`config.mk`:
```
export PLATFORM = sky130hd
export DESIGN_NAME = bcs_core
export DESIGN_NICKNAME = d
export VERILOG_FILES = /design/src/hdl/bcs_pkg.sv /design/src/hdl/bcs_core.sv /design/src/hdl/bcs_wdog.sv /design/src/hdl/bcs_alu.sv
export SDC_FILE = /design/constraint.sdc
export NUM_CORES = 1
export LEC_CHECK = 0
export ABC_AREA = 1
export BUFFER_PORTS_ARGS = -buffer_cell sky130_fd_sc_hd__buf_2
export CAP_MARGIN = 20
export CORE_MARGIN = 4
export CORE_UTILIZATION = 45
export DETAILED_ROUTE_END_ITERATION = 8
export PLACE_DENSITY_LB_ADDON = 0.3
export SLEW_MARGIN = 20
export SYNTH_ARGS = -nofsm -noshare
export SYNTH_HDL_FRONTEND = slang
export SYNTH_SLANG_ARGS = --single-unit
export TNS_END_PERCENT = 5
```
`constraint.sdc`:
```
create_clock -name clk_i -period 4.2 [get_ports clk_i]
set_input_delay 0.21 -clock clk_i [delete_from_list [all_inputs] [get_ports clk_i]]
set_output_delay 0.21 -clock clk_i [all_outputs]
set_load 0.005 [all_outputs]
```
`src/hdl/bcs_pkg.sv`:
```
// Purpose: Shared constants for the instruction subset execution block
// Assumes: Avalon-MM byte addresses, 32-bit data, registers one word apart
// Notes:   Opcode field encoding is local to this block
package bcs_pkg;

    // ----------------------------------------------------------------
    // Register map
    // ----------------------------------------------------------------
    localparam logic [7:0] REG_INSTR  = 8'h00;
    localparam logic [7:0] REG_ACC    = 8'h04;
    localparam logic [7:0] REG_STATUS = 8'h08;
    localparam logic [7:0] REG_DIR    = 8'h0C;
    localparam logic [7:0] REG_WDOG   = 8'h10;
    localparam logic [7:0] REG_SLEEP  = 8'h14;
    localparam int         FILE_SEL   = 7;

    // ----------------------------------------------------------------
    // Field positions
    // ----------------------------------------------------------------
    localparam int OP_MSB     = 15;
    localparam int OP_LSB     = 12;
    localparam int D_BIT      = 5;
    localparam int F_MSB      = 4;
    localparam int LIT_MSB    = 7;
    localparam int ST_C       = 0;
    localparam int ST_DC      = 1;
    localparam int ST_Z       = 2;
    localparam int ST_PWRDN_N = 3;
    localparam int ST_TO_N    = 4;
    localparam int ST_WAKE    = 7;
    localparam int SLP_ASLEEP = 0;
    localparam int SLP_WAKE   = 1;
    localparam int SLP_OSC    = 2;
    localparam int WDOG_PRE_LSB = 8;

    // ----------------------------------------------------------------
    // Values
    // ----------------------------------------------------------------
    localparam logic [4:0] DIR_OPERAND = 5'h06;
    localparam logic [7:0] DIR_RESET   = 8'hFF;
    localparam logic [7:0] ACC_RESET   = 8'h00;

    typedef enum logic [3:0] {
        OP_NOP    = 4'h0,
        OP_SLEEP  = 4'h1,
        OP_ROTL   = 4'h2,
        OP_ROTR   = 4'h3,
        OP_SUB    = 4'h4,
        OP_SWAP   = 4'h5,
        OP_DIR    = 4'h6,
        OP_XORL   = 4'h7,
        OP_XORF   = 4'h8
    } bcs_op_e;

    typedef enum logic [0:0] {
        PS_RUN   = 1'b0,
        PS_SLEEP = 1'b1
    } bcs_pwr_e;

endpackage : bcs_pkg

```
`src/hdl/bcs_core.sv`:
```
// Purpose: Executes a subset of an 8-bit accumulator core's instructions
// Assumes: Software issues each instruction by a write to the INSTR word
// Notes:   Every bus access is answered at the second edge
`timescale 1ns/1ps
`default_nettype none
module bcs_core
    import bcs_pkg::*;
#(
    parameter int FILE_N = 32
) (
    input  wire logic        clk_i,
    input  wire logic        rst_i,
    input  wire logic [7:0]  address_i,
    input  wire logic        read_i,
    input  wire logic        write_i,
    input  wire logic [31:0] writedata_i,
    output logic      [31:0] readdata_o,
    output logic             waitrequest_o,
    input  wire logic        wake_pin_i,
    output logic      [7:0]  dir_o,
    output logic             osc_run_o,
    output logic             asleep_o
);

    // ----------------------------------------------------------------
    // Bus slave
    // ----------------------------------------------------------------
    logic        ack_q;
    logic        req;
    logic        take_wr;
    logic [31:0] rdata_d;

    assign req           = read_i | write_i;
    assign waitrequest_o = req & ~ack_q;
    assign take_wr       = write_i & ack_q;

    always_ff @(posedge clk_i or posedge rst_i) begin
        if (rst_i) begin
            ack_q <= 1'b0;
        end else begin
            ack_q <= req & ~ack_q;
        end
    end

    // ----------------------------------------------------------------
    // Architectural state
    // ----------------------------------------------------------------
    logic [7:0] acc_q;
    logic [7:0] file_q [FILE_N];
    logic       c_q;
    logic       dc_q;
    logic       z_q;
    logic       to_n_q;
    logic       pwrdn_n_q;
    logic       wake_flag_q;
    bcs_pwr_e   pwr_q;

    // ----------------------------------------------------------------
    // Decode
    // ----------------------------------------------------------------
    bcs_op_e    op;
    logic       dbit;
    logic [4:0] fsel;
    logic [7:0] lit;
    logic       exec;
    logic [7:0] fval;
    logic       sw_wr_status;

    assign op   = bcs_op_e'(writedata_i[OP_MSB:OP_LSB]);
    assign dbit = writedata_i[D_BIT];
    assign fsel = writedata_i[F_MSB:0];
    assign lit  = writedata_i[LIT_MSB:0];
    assign fval = file_q[fsel];
    // Instructions are dropped while the oscillator is stopped
    assign exec = take_wr && (address_i == REG_INSTR) && (pwr_q == PS_RUN);
    assign sw_wr_status = take_wr && (address_i == REG_STATUS);

    logic [7:0] alu_res;
    logic       alu_c;
    logic       alu_dc;
    logic       alu_z;
    logic       upd_c;
    logic       upd_dc;
    logic       upd_z;
    logic       has_res;

    bcs_alu u_alu (
        .op_i      (op),
        .acc_i     (acc_q),
        .file_i    (fval),
        .lit_i     (lit),
        .c_i       (c_q),
        .res_o     (alu_res),
        .c_o       (alu_c),
        .dc_o      (alu_dc),
        .z_o       (alu_z),
        .upd_c_o   (upd_c),
        .upd_dc_o  (upd_dc),
        .upd_z_o   (upd_z),
        .has_res_o (has_res)
    );

    // ----------------------------------------------------------------
    // Watchdog
    // ----------------------------------------------------------------
    logic       halt;
    logic [7:0] wdog_pre;
    logic [7:0] wdog_cnt;
    logic       wdog_to;

    assign halt = exec && (op == OP_SLEEP);

    bcs_wdog #(
        .PRE_W (8),
        .CNT_W (8)
    ) u_wdog (
        .clk_i     (clk_i),
        .rst_i     (rst_i),
        .clr_i     (halt),
        .pre_o     (wdog_pre),
        .cnt_o     (wdog_cnt),
        .timeout_o (wdog_to)
    );

    // ----------------------------------------------------------------
    // Wake pin, three-flop synchroniser
    // ----------------------------------------------------------------
    logic [2:0] wsync_q;
    logic       wfilt_q;
    logic       wake_evt;

    always_ff @(posedge clk_i or posedge rst_i) begin
        if (rst_i) begin
            wsync_q <= 3'h0;
            wfilt_q <= 1'b0;
        end else begin
            wsync_q <= {wsync_q[1:0], wake_pin_i};
            if (wsync_q[1] == wsync_q[2]) begin
                wfilt_q <= wsync_q[2];
            end
        end
    end

    assign wake_evt = (wsync_q[1] == wsync_q[2]) && wsync_q[2] && !wfilt_q;

    // ----------------------------------------------------------------
    // Power state
    // ----------------------------------------------------------------
    logic sw_wake;

    assign sw_wake = take_wr && (address_i == REG_SLEEP) && writedata_i[SLP_WAKE];

    always_ff @(posedge clk_i or posedge rst_i) begin
        if (rst_i) begin
            pwr_q <= PS_RUN;
        end else begin
            case (pwr_q)
                PS_RUN: begin
                    if (halt) begin
                        pwr_q <= PS_SLEEP;
                    end
                end
                PS_SLEEP: begin
                    if (wake_evt || wdog_to || sw_wake) begin
                        pwr_q <= PS_RUN;
                    end
                end
                default: begin
                    pwr_q <= PS_RUN;
                end
            endcase
        end
    end

    assign asleep_o  = (pwr_q == PS_SLEEP);
    assign osc_run_o = (pwr_q == PS_RUN);

    // ----------------------------------------------------------------
    // Accumulator
    // ----------------------------------------------------------------
    always_ff @(posedge clk_i or posedge rst_i) begin
        if (rst_i) begin
            acc_q <= ACC_RESET;
        end else if (exec && op == OP_XORL) begin
            acc_q <= alu_res;
        end else if (exec && has_res && !dbit) begin
            acc_q <= alu_res;
        end else if (take_wr && address_i == REG_ACC) begin
            acc_q <= writedata_i[7:0];
        end
    end

    // ----------------------------------------------------------------
    // File registers
    // ----------------------------------------------------------------
    always_ff @(posedge clk_i) begin
        if (exec && has_res && dbit) begin
            file_q[fsel] <= alu_res;
        end else if (take_wr && address_i[FILE_SEL]) begin
            file_q[address_i[6:2]] <= writedata_i[7:0];
        end
    end

    // ----------------------------------------------------------------
    // Direction register
    // ----------------------------------------------------------------
    always_ff @(posedge clk_i or posedge rst_i) begin
        if (rst_i) begin
            dir_o <= DIR_RESET;
        end else if (exec && op == OP_DIR && fsel == DIR_OPERAND) begin
            dir_o <= acc_q;
        end
    end

    // ----------------------------------------------------------------
    // Status flags
    // ----------------------------------------------------------------
    always_ff @(posedge clk_i or posedge rst_i) begin
        if (rst_i) begin
            c_q  <= 1'b0;
            dc_q <= 1'b0;
            z_q  <= 1'b0;
        end else if (exec) begin
            if (upd_c) begin
                c_q <= alu_c;
            end
            if (upd_dc) begin
                dc_q <= alu_dc;
            end
            if (upd_z) begin
                z_q <= alu_z;
            end
        end else if (sw_wr_status) begin
            c_q  <= writedata_i[ST_C];
            dc_q <= writedata_i[ST_DC];
            z_q  <= writedata_i[ST_Z];
        end
    end

    always_ff @(posedge clk_i or posedge rst_i) begin
        if (rst_i) begin
            to_n_q <= 1'b1;
            pwrdn_n_q <= 1'b1;
        end else if (halt) begin
            to_n_q <= 1'b1;
            pwrdn_n_q <= 1'b0;
        end else if (wdog_to) begin
            to_n_q <= 1'b0;
        end
    end

    // Set by a pin wake-up; a clear in the same cycle loses
    always_ff @(posedge clk_i or posedge rst_i) begin
        if (rst_i) begin
            wake_flag_q <= 1'b0;
        end else if (wake_evt && pwr_q == PS_SLEEP) begin
            wake_flag_q <= 1'b1;
        end else if (sw_wr_status && !writedata_i[ST_WAKE]) begin
            wake_flag_q <= 1'b0;
        end
    end

    // ----------------------------------------------------------------
    // Read data
    // ----------------------------------------------------------------
    always_comb begin
        rdata_d = 32'h0000_0000;
        if (address_i[FILE_SEL]) begin
            rdata_d[7:0] = file_q[address_i[6:2]];
        end else begin
            case (address_i)
                REG_ACC:    rdata_d[7:0] = acc_q;
                REG_STATUS: begin
                    rdata_d[ST_C]    = c_q;
                    rdata_d[ST_DC]   = dc_q;
                    rdata_d[ST_Z]    = z_q;
                    rdata_d[ST_PWRDN_N] = pwrdn_n_q;
                    rdata_d[ST_TO_N] = to_n_q;
                    rdata_d[ST_WAKE] = wake_flag_q;
                end
                REG_DIR:    rdata_d[7:0] = dir_o;
                REG_WDOG:   rdata_d[15:0] = {wdog_pre, wdog_cnt};
                REG_SLEEP: begin
                    rdata_d[SLP_ASLEEP] = asleep_o;
                    rdata_d[SLP_OSC]    = osc_run_o;
                end
                default:    rdata_d = 32'h0000_0000;
            endcase
        end
    end

    // Captured at the waiting edge so data stands at the answering one
    always_ff @(posedge clk_i or posedge rst_i) begin
        if (rst_i) begin
            readdata_o <= 32'h0000_0000;
        end else if (read_i && !ack_q) begin
            readdata_o <= rdata_d;
        end
    end
endmodule : bcs_core
`default_nettype wire

```
`src/hdl/bcs_wdog.sv`:
```
// Purpose: Watchdog counter with prescaler, cleared on request
// Assumes: Counts on every core clock
// Notes:   Clear wins over counting in the same cycle
`timescale 1ns/1ps
`default_nettype none
module bcs_wdog #(
    parameter int PRE_W = 8,
    parameter int CNT_W = 8
) (
    input  wire logic             clk_i,
    input  wire logic             rst_i,
    input  wire logic             clr_i,
    output logic      [PRE_W-1:0] pre_o,
    output logic      [CNT_W-1:0] cnt_o,
    output logic                  timeout_o
);

    always_ff @(posedge clk_i or posedge rst_i) begin
        if (rst_i) begin
            pre_o     <= '0;
            cnt_o     <= '0;
            timeout_o <= 1'b0;
        end else if (clr_i) begin
            pre_o     <= '0;
            cnt_o     <= '0;
            timeout_o <= 1'b0;
        end else begin
            pre_o     <= pre_o + 1'b1;
            timeout_o <= 1'b0;
            if (&pre_o) begin
                cnt_o     <= cnt_o + 1'b1;
                timeout_o <= &cnt_o;
            end
        end
    end

endmodule : bcs_wdog
`default_nettype wire

```
`src/hdl/bcs_alu.sv`:
```
// Purpose: Result and flag logic for the executed operation
// Assumes: Purely combinational, operands stable for the cycle
// Notes:   upd_* say which flags the operation changes
`timescale 1ns/1ps
`default_nettype none
module bcs_alu
    import bcs_pkg::*;
(
    input  wire bcs_op_e       op_i,
    input  wire logic    [7:0] acc_i,
    input  wire logic    [7:0] file_i,
    input  wire logic    [7:0] lit_i,
    input  wire logic          c_i,
    output logic         [7:0] res_o,
    output logic               c_o,
    output logic               dc_o,
    output logic               z_o,
    output logic               upd_c_o,
    output logic               upd_dc_o,
    output logic               upd_z_o,
    output logic               has_res_o
);

    logic [8:0] diff;
    logic [4:0] ndiff;

    // Two's complement: f + ~w + 1, carry out is the inverted borrow
    assign diff  = {1'b0, file_i} + {1'b0, ~acc_i} + 9'h001;
    assign ndiff = {1'b0, file_i[3:0]} + {1'b0, ~acc_i[3:0]} + 5'h01;

    always_comb begin
        res_o     = 8'h00;
        c_o       = c_i;
        dc_o      = 1'b0;
        upd_c_o   = 1'b0;
        upd_dc_o  = 1'b0;
        upd_z_o   = 1'b0;
        has_res_o = 1'b0;
        case (op_i)
            OP_ROTL: begin
                res_o     = {file_i[6:0], c_i};
                c_o       = file_i[7];
                upd_c_o   = 1'b1;
                has_res_o = 1'b1;
            end
            OP_ROTR: begin
                res_o     = {c_i, file_i[7:1]};
                c_o       = file_i[0];
                upd_c_o   = 1'b1;
                has_res_o = 1'b1;
            end
            OP_SUB: begin
                res_o     = diff[7:0];
                c_o       = diff[8];
                dc_o      = ndiff[4];
                upd_c_o   = 1'b1;
                upd_dc_o  = 1'b1;
                upd_z_o   = 1'b1;
                has_res_o = 1'b1;
            end
            OP_SWAP: begin
                res_o     = {file_i[3:0], file_i[7:4]};
                has_res_o = 1'b1;
            end
            OP_XORF: begin
                res_o     = acc_i ^ file_i;
                upd_z_o   = 1'b1;
                has_res_o = 1'b1;
            end
            OP_XORL: begin
                res_o     = acc_i ^ lit_i;
                upd_z_o   = 1'b1;
            end
            default: begin
                res_o     = 8'h00;
            end
        endcase
    end

    assign z_o = (res_o == 8'h00);

endmodule : bcs_alu
`default_nettype wire

```
==> key figures, run 1 <==
CTS
  – Clock slew at reported path FFs: 0.06 ns
  – Inserted Clock Buffers: 36
  – Sink Count: 317
  – Longest Clk Path Bufs: 3
  – CTS tree: done
  – Post-CTS setup buffer count: 0
  – Worst-Skew Late Latency: 0.55 ns
  – # H-tree levels: 2
  – Root buffer cell: clkbuf_16

Yosys
  – EDFF count, synth: 256
  – Yosys top cell area share: 45.4%
  – Synth Area per Inst: 8.88 um2
  – Synth area leaders: edfxtp_1 45%, nand2_1 12%, dfrtp_1 7.5%, nand3_1 6.3%, inv_1 4.4%
  – Distinct cells, synth: 50
  – Main synth FF type: edfxtp_1
  – Yosys warnings: 0
  – Post-synth top area cell: edfxtp_1
  – Yosys reg bits: 317
  – Ys async rst share: 19.2%
  – Sequential area share after synthesis: 54.5%
  – Synthesized area: 16900 um2
  – Cells after synthesis: 1908

Setup path
  – Crit path capture: file_q[8][5]
  – Most frequent CP cell: nand2_1
  – Setup crit end kind: register
  – R2R cell count: 22
  – Worst setup path class: register to register
  – Largest fanout on the critical path: 32
  – Required @ worst endpoint: 4.43 ns
  – Critical path depth: 22
  – Worst setup path startpoint: file_q[30][1]
  – Top delay family on crit path: simple AND/OR/NAND/NOR gates
  – RR Endpoint: file_q[8][5]
  – Worst r2r src: file_q[30][1]
  – R2R setup slack: 0.77 ns
  – CP max-delay cell: edfxtp_1
  – CP peak stage delay: 0.41 ns
  – Critical path cell sequence: inv_1 > nand2_1 > nand3_1 > nand3_1 > nand3_1 > nand3_1 > nand2_1 > inv_1 > ha_1 > nand3b_1 > nand2_1 > nand2_1 > nand2_1 > a21oi_1 > or2_2 > nand3_1 > nand2_1 > nor2_1 > nand2_1 > nand2_1 > o21ai_2 > buf_4
  – CP arrival: 3.65 ns
  – Setup crit start kind: register
  – CP bufs+invs: 3

Run
  – MaxCap Viol Count: 0

Detailed routing
  – 1st-iter DRT viols: 1847
  – Drt drc: 0
  – Via count: 14600
  – Post-Route WL: 54300 um
  – Antenna viol nets, final: 0
  – Wire per inst: 21.6 um
  – 1st-pass router iterations: 6
  – Via-per-instance ratio: 5.78

Power
  – PwrDens: 390 nW/um2
  – Peak VDD IR: 0.284 mV
  – LEAKAGE: 7.91 nW

Cells and area
  – Area growth, synth to finish: 13.0%
  – Layout Cells excl Fill: 2519
  – Post-route cell area: 19100 um2
  – ANT cells: 0
  – Nets: 2046
  – Share of post-route cells with drive strength above 1: 12.1%
  – Commonest non-fill, non-tap cell in the layout: nand2_1
  – Commonest non-fill, non-tap cells in the layout: 540 x nand2_1, 256 x edfxtp_1, 213 x nand3_1, 199 x inv_1, 147 x nor2_1

Timing
  – Final setup violation count: 0
  – Max Freq: 292 MHz
  – Setup TNS: 0 ns
  – Max_slew headroom: 27.8%
  – RSZ-0062 raised after global routing: false
  – Max Clock Skew: 0.0222 ns
  – Min Clock Period, post-route: 3.43 ns
  – Fin. max-slew vios: 0
  – Final hold slack: 0.171 ns
  – Final-report hold violation count: 0
  – Worst-margin pin slew: 1.08 ns
  – Fin crit share: 81.6%

GRT
  – Pin count of the biggest net entering global routing: 62
  – Vias in the first global route: 14000
  – Global route overflow: 0
  – GRT Total Usage: 26.1%
  – First-pass GRT wire length: 82300 um
  – Antenna violations before repair: 0

Floorplan
  – Die Width: 202 um
  – Initial Utilization: 45.9%
  – I/O pin count: 88
  – Cell Rows: 70
  – Core area: 36900 um2
  – Die Footprint: 40800 um2
  – Die height: 202 um

Outcome
  – Status: finished, final reports clean

Place
  – Dpl cells: 2449
  – Area after DPL: 18000 um2
  – GP Congestion: 0.964
  – Port Buffers: 51
  – Post-DP HPWL: 36600 um

Min path
  – HP Class: input pin to register
  – Hold depth: 5
-- repair_timing --
| item | 4_1_cts | 5_1_grt |
|---|---|---|
| hold endpoints to repair | 54 | 0 |
| resized for setup | 0 | 0 |
| hold buffers | 5 | 0 |
-- synthesized netlist by cell type, types with 6 or more instances --
cell type,count
buf_6,18
nor3_1,11
nor2_1,148
buf_1,11
nand3_1,213
nand4_1,10
nand2_1,541
a31oi_1,9
a22oi_1,15
inv_2,6
o22ai_1,33
edfxtp_1,256
o2111ai_1,27
a21oi_1,34
dfstp_2,10
ha_1,12
a221oi_1,31
o21ai_0,74
buf_2,17
inv_1,200
dfrtp_1,51
o21ai_1,8
o211ai_2,9
nand2_2,6
clkbuf_1,39
buf_4,28
o211ai_1,40
-- worst min-delay path by stage --
stage                         startpoint             to  slack (ns)
final                     writedata_i[6]       acc_q[6]        0.17
after global routing        address_i[7]  readdata_o[7]        0.19
after CTS                 writedata_i[6]       acc_q[6]        0.15
after detailed placement      wake_pin_i     wsync_q[0]        0.32
after global placement        wake_pin_i     wsync_q[0]        0.32
after floorplan               wake_pin_i     wsync_q[0]        0.24
-- state kept, by name (all words and copies together) (netlist names) --
signal,flops
acc_q,8
ack_q,1
asleep_o,1
c_q,1
dc_q,1
dir_o,8
file_q,256
pwrdn_n_q,1
readdata_o,16
to_n_q,1
u_wdog.cnt_o,8
u_wdog.pre_o,8
u_wdog.timeout_o,1
wake_flag_q,1
wfilt_q,1
wsync_q,3
z_q,1
-- kinds of logic after synthesis --
family | after synthesis | synth area share (%)
compound gates | 296 | 11.9
xor+xnor | 4 | 0.207
fa+ha+maj | 13 | 1.00
buf+inv | 325 | 8.76
flops | 317 | 54.5
mux | 1 | 0.0665
other cells | 1 | 0.0221
simple gates | 951 | 23.6
-- through the flow --
| step | utilization [%] | total power, mW | worst slack (ns) |
|---|---|---|---|
| 2_1_floorplan | - | 4.21 | 0.558 |
| 3_3_place_gp | 48.8 | 4.55 | 0.427 |
| 3_5_place_dp | 48.8 | 4.57 | 0.347 |
| 4_1_cts | 51.9 | 7.48 | 0.781 |
| 5_1_grt | 51.9 | 7.74 | 0.454 |
| 6_report | 51.9 | 7.46 | 0.773 |
-- power breakdown --
group	internal [mW]	switching, mW	leakage (nW)
clock	1.66	1.27	0.527
sequential	3.52	0.0369	3.06
combinational	0.281	0.699	4.32
total	5.46	2.01	7.91
-- cell type report --
class | instances | area, um2
fillers | 3317 | 17700
flip-flops and latches | 317 | 9230
multi-input cells | 1281 | 6330
repair buffers | 140 | 1080
clock buffers | 46 | 938
inverters | 212 | 800
well taps | 504 | 631
clock inverters | 19 | 146
-- routing by layer --
metal	global-route usage [%]	up-vias	part of all wire, %
met1	34.5	6803	39
met5	0	-	0
met2	41.9	908	45
met4	10.8	0	4.4
met3	5.55	163	12
li1	-	6688	-
-- worst min-delay path: cells and delay by family --
kind | cells | cell delay (ns)
buffers and inverters | 2 | 0.20
AOI/OAI and AO/OA | 3 | 0.24
(Power assumes the default switching activity.)
==> run 2, diff against run 1 <==
==> constraint.sdc (replaced) <==
create_clock -name clk_i -period 2.8 [get_ports clk_i]
set_input_delay 0.14 -clock clk_i [delete_from_list [all_inputs] [get_ports clk_i]]
set_output_delay 0.14 -clock clk_i [all_outputs]
set_load 0.005 [all_outputs]
==> run 2 against run 1 <==
The flow now finishes with violations (setup timing). Clock power rose by 57%. Non-clock buffer count rose by 182. Clock-buffer cell count did not move. Register-to-register slack got worse by 1.1 ns. Via count rose by 7.5%. Hold slack got worse by 0.083 ns. Routed wire length rose by 10%. Critical path depth did not move. Global-route usage rose by 2.4 points. Largest cell class unchanged.
==> key figures, run 2 (synthesis results as in run 1) <==
CTS
  – # H-tree levels: 2 (unchanged)
  – Longest Clk Path Bufs: 3 (unchanged)
  – Clock slew at reported path FFs: 0.06 ns (about the same)
  – CTS tree: done
  – Root buffer cell: clkbuf_16
  – Sink Count: 317 (unchanged)
  – Inserted Clock Buffers: 34 (-5.6%)
  – Worst-Skew Late Latency: 0.56 ns (about the same)

Cells and area
  – Post-route cell area: 21200 um2 (+11%)
  – Commonest non-fill, non-tap cells in the layout: 520 x nand2_1, 256 x edfxtp_1, 237 x buf_4, 195 x inv_1, 193 x nand3_1
  – Filler cells: 3175 (-4.3%)
  – Commonest non-fill, non-tap cell in the layout: nand2_1
  – Final core occ: 57.4% (+5.5 points)
  – Max reg flops: 256 (unchanged)
  – Largest Register: file_q
  – Layout Cells excl Fill: 2700 (+7.2%)
  – Nets: 2229 (+8.9%)
  – Top Registers: file_q (256), readdata_o (16)
  – Share of post-route cells with drive strength above 1: 22.6% (+11 points)
  – Area growth, synth to finish: 24.9%

Floorplan
  – Initial Utilization: 45.9% (unchanged)
  – Die Width: 202 um (unchanged)
  – Cell Rows: 70 (unchanged)
  – I/O pin count: 88 (unchanged)
  – Core area: 36900 um2 (unchanged)
  – Die height: 202 um (unchanged)
  – Die Footprint: 40800 um2 (unchanged)

Detailed routing
  – 1st-iter DRT viols: 1985 (+7.5%)
  – Drt drc: 0 (unchanged)
  – Via count: 15700 (+7.5%)
  – Highest Signal Layer: met5
  – Wire per inst: 22.1 um (+2.7%)
  – Antenna viol nets, final: 0 (unchanged)
  – Via-per-instance ratio: 5.80 (+0.29%)
  – Post-Route WL: 59700 um (+10%)
  – Wire length on met1: 23200 um (+11%)
  – 1st-pass router iterations: 6 (unchanged)
  – WL met3: 7170 um (+15%)
  – Metal2 WL: 26700 um (+8.2%)

Place
  – Area after DPL: 19500 um2 (+8.5%)
  – Post-Place Worst Slack: -0.644 ns (-0.991 ns)
  – Port Buffers: 51 (unchanged)
  – Post-DP HPWL: 41700 um (+14%)
  – Dpl cells: 2624 (+7.1%)
  – GP Congestion: 1.01 (+4.5%)

Timing
  – Fin. max-slew vios: 0 (unchanged)
  – RSZ-0062 raised after global routing: true
  – Max Clock Skew: 0.0225 ns (+0.000215 ns)
  – Fin crit share: 110% (+28 points)
  – Worst-margin pin slew: 1.31 ns (+0.233 ns)
  – Final setup violation count: 197 (+197)
  – Max_slew headroom: 11.5% (-16 points)
  – Max Freq: 324 MHz (+11%)
  – Worst setup margin: -0.282 ns (-1.06 ns)
  – Final-report hold violation count: 0 (unchanged)
  – Min Clock Period, post-route: 3.08 ns (-0.345 ns)
  – Setup TNS: -31.33 ns (-31.33 ns)

Power
  – LEAKAGE: 8.97 nW (+13%)
  – Peak VDD IR: 0.576 mV (+100%)
  – PwrDens: 557 nW/um2 (+43%)

Setup path
  – Largest fanout on the critical path: 16 (-50%)
  – Worst setup path class: register to register
  – CP peak stage delay: 0.42 ns (about the same)
  – Required @ worst endpoint: 3.09 ns (-1.34 ns)
  – Critical path cell sequence: nor2_1 > nor2_1 > o21ai_1 > nand3_1 > nand3_2 > nand3_4 > nand2_4 > ha_4 > inv_2 > fa_2 > nand3_2 > nand2_2 > buf_4 > inv_1 > nand2_1 > nand3_1 > nand2_1 > nor2_2 > nand2_2 > nand2_1 > o21ai_2 > buf_12
  – R2R setup slack: -0.28 ns (-1.06 ns)
  – Setup crit start kind: register
  – CP max-delay cell: edfxtp_1
  – Most frequent CP cell: nand2_1
  – CP arrival: 3.37 ns (-0.28 ns)
  – Setup crit end kind: register
  – R2R cell count: 22 (unchanged)

GRT
  – First-pass GRT wire length: 89600 um (+8.9%)
  – Pin count of the biggest net entering global routing: 43 (-31%)
  – Antenna violations before repair: 1 (+1)
  – Global route overflow: 0 (unchanged)
  – GRT Total Usage: 28.4% (+2.4 points)
  – Vias in the first global route: 15100 (+7.4%)

Min path
  – Hold depth: 3 (-2)
  – HP Class: input pin to register

Run
  – MaxCap Viol Count: 0 (unchanged)

Outcome
  – Failing checks: setup timing
  – Status: complete, but fails checks
## run 2: cell count changes in the layout (fill, tap and decap cells not counted), sizes merged
| cell | delta |
|---|---|
| bufinv | +1 |
| clkinv | -5 |
| clkbuf | +2 |
| o21ai | +3 |
| inv | -1 |
| buf | +180 |
| diode | +1 |
## run 2: through the flow
step           power, mW  hold slack, ns
3_5_place_dp        7.10           0.177
6_report            11.8          0.0888
5_1_grt             12.2          0.0445
3_3_place_gp        7.07           0.171
2_1_floorplan       6.32           0.171
4_1_cts             11.7          0.0115
## run 2: worst max-delay path: cells and delay by family, from the launching register on
kind	cells	cell delay (ns)
AOI/OAI and AO/OA	2	0.20
adders and majority gates	2	0.46
buffers and inverters	4	0.43
DFF	1	0.42
and+or+nand+nor	14	1.31
## run 2: final timing paths
kind,start,end
worst max-delay path,file_q[26][0],file_q[31][4]
worst min-delay path,address_i[7],readdata_o[7]
worst max register to register,file_q[26][0],file_q[31][4]
worst min register to register,wsync_q[0],wsync_q[1]
max in group asynchronous,rst_i,dir_o[5]
min in group asynchronous,rst_i,readdata_o[15]
## run 2: area by class of cell
type,instances,area (um2),share of cell area (%)
diodes,1,2.50,0.0118
clock buffers,46,976,4.61
clock inverters,14,153,0.721
inverters,212,800,3.78
multi-input cells,1284,6690,31.6
flip-flops and latches,317,9230,43.6
well taps,504,631,2.98
repair buffers,322,2680,12.7
## run 2: per-layer routing
metal  GRT usage (%)  up-vias
li1                -     7058
met1            38.5     7381
met2            44.7     1002
met3            6.55      210
met4            11.1        2
met5               0        -
## run 2: where the power goes
group	leakage [nW]	switching (mW)	internal (mW)	total, mW
logic	5.35	1.18	0.680	1.86
clock network	0.559	1.94	2.66	4.59
registers	3.06	0.0584	5.27	5.33
## run 2: repair_timing
action                                  CTS  global route
hold buffers                              5             0
endpoints found under the hold margin    24             0
cloned                                    3             3
pin swaps                                17            21
buffers inserted                          1             3
gates resized for setup                  36            39
endpoints found under the setup margin  230           261
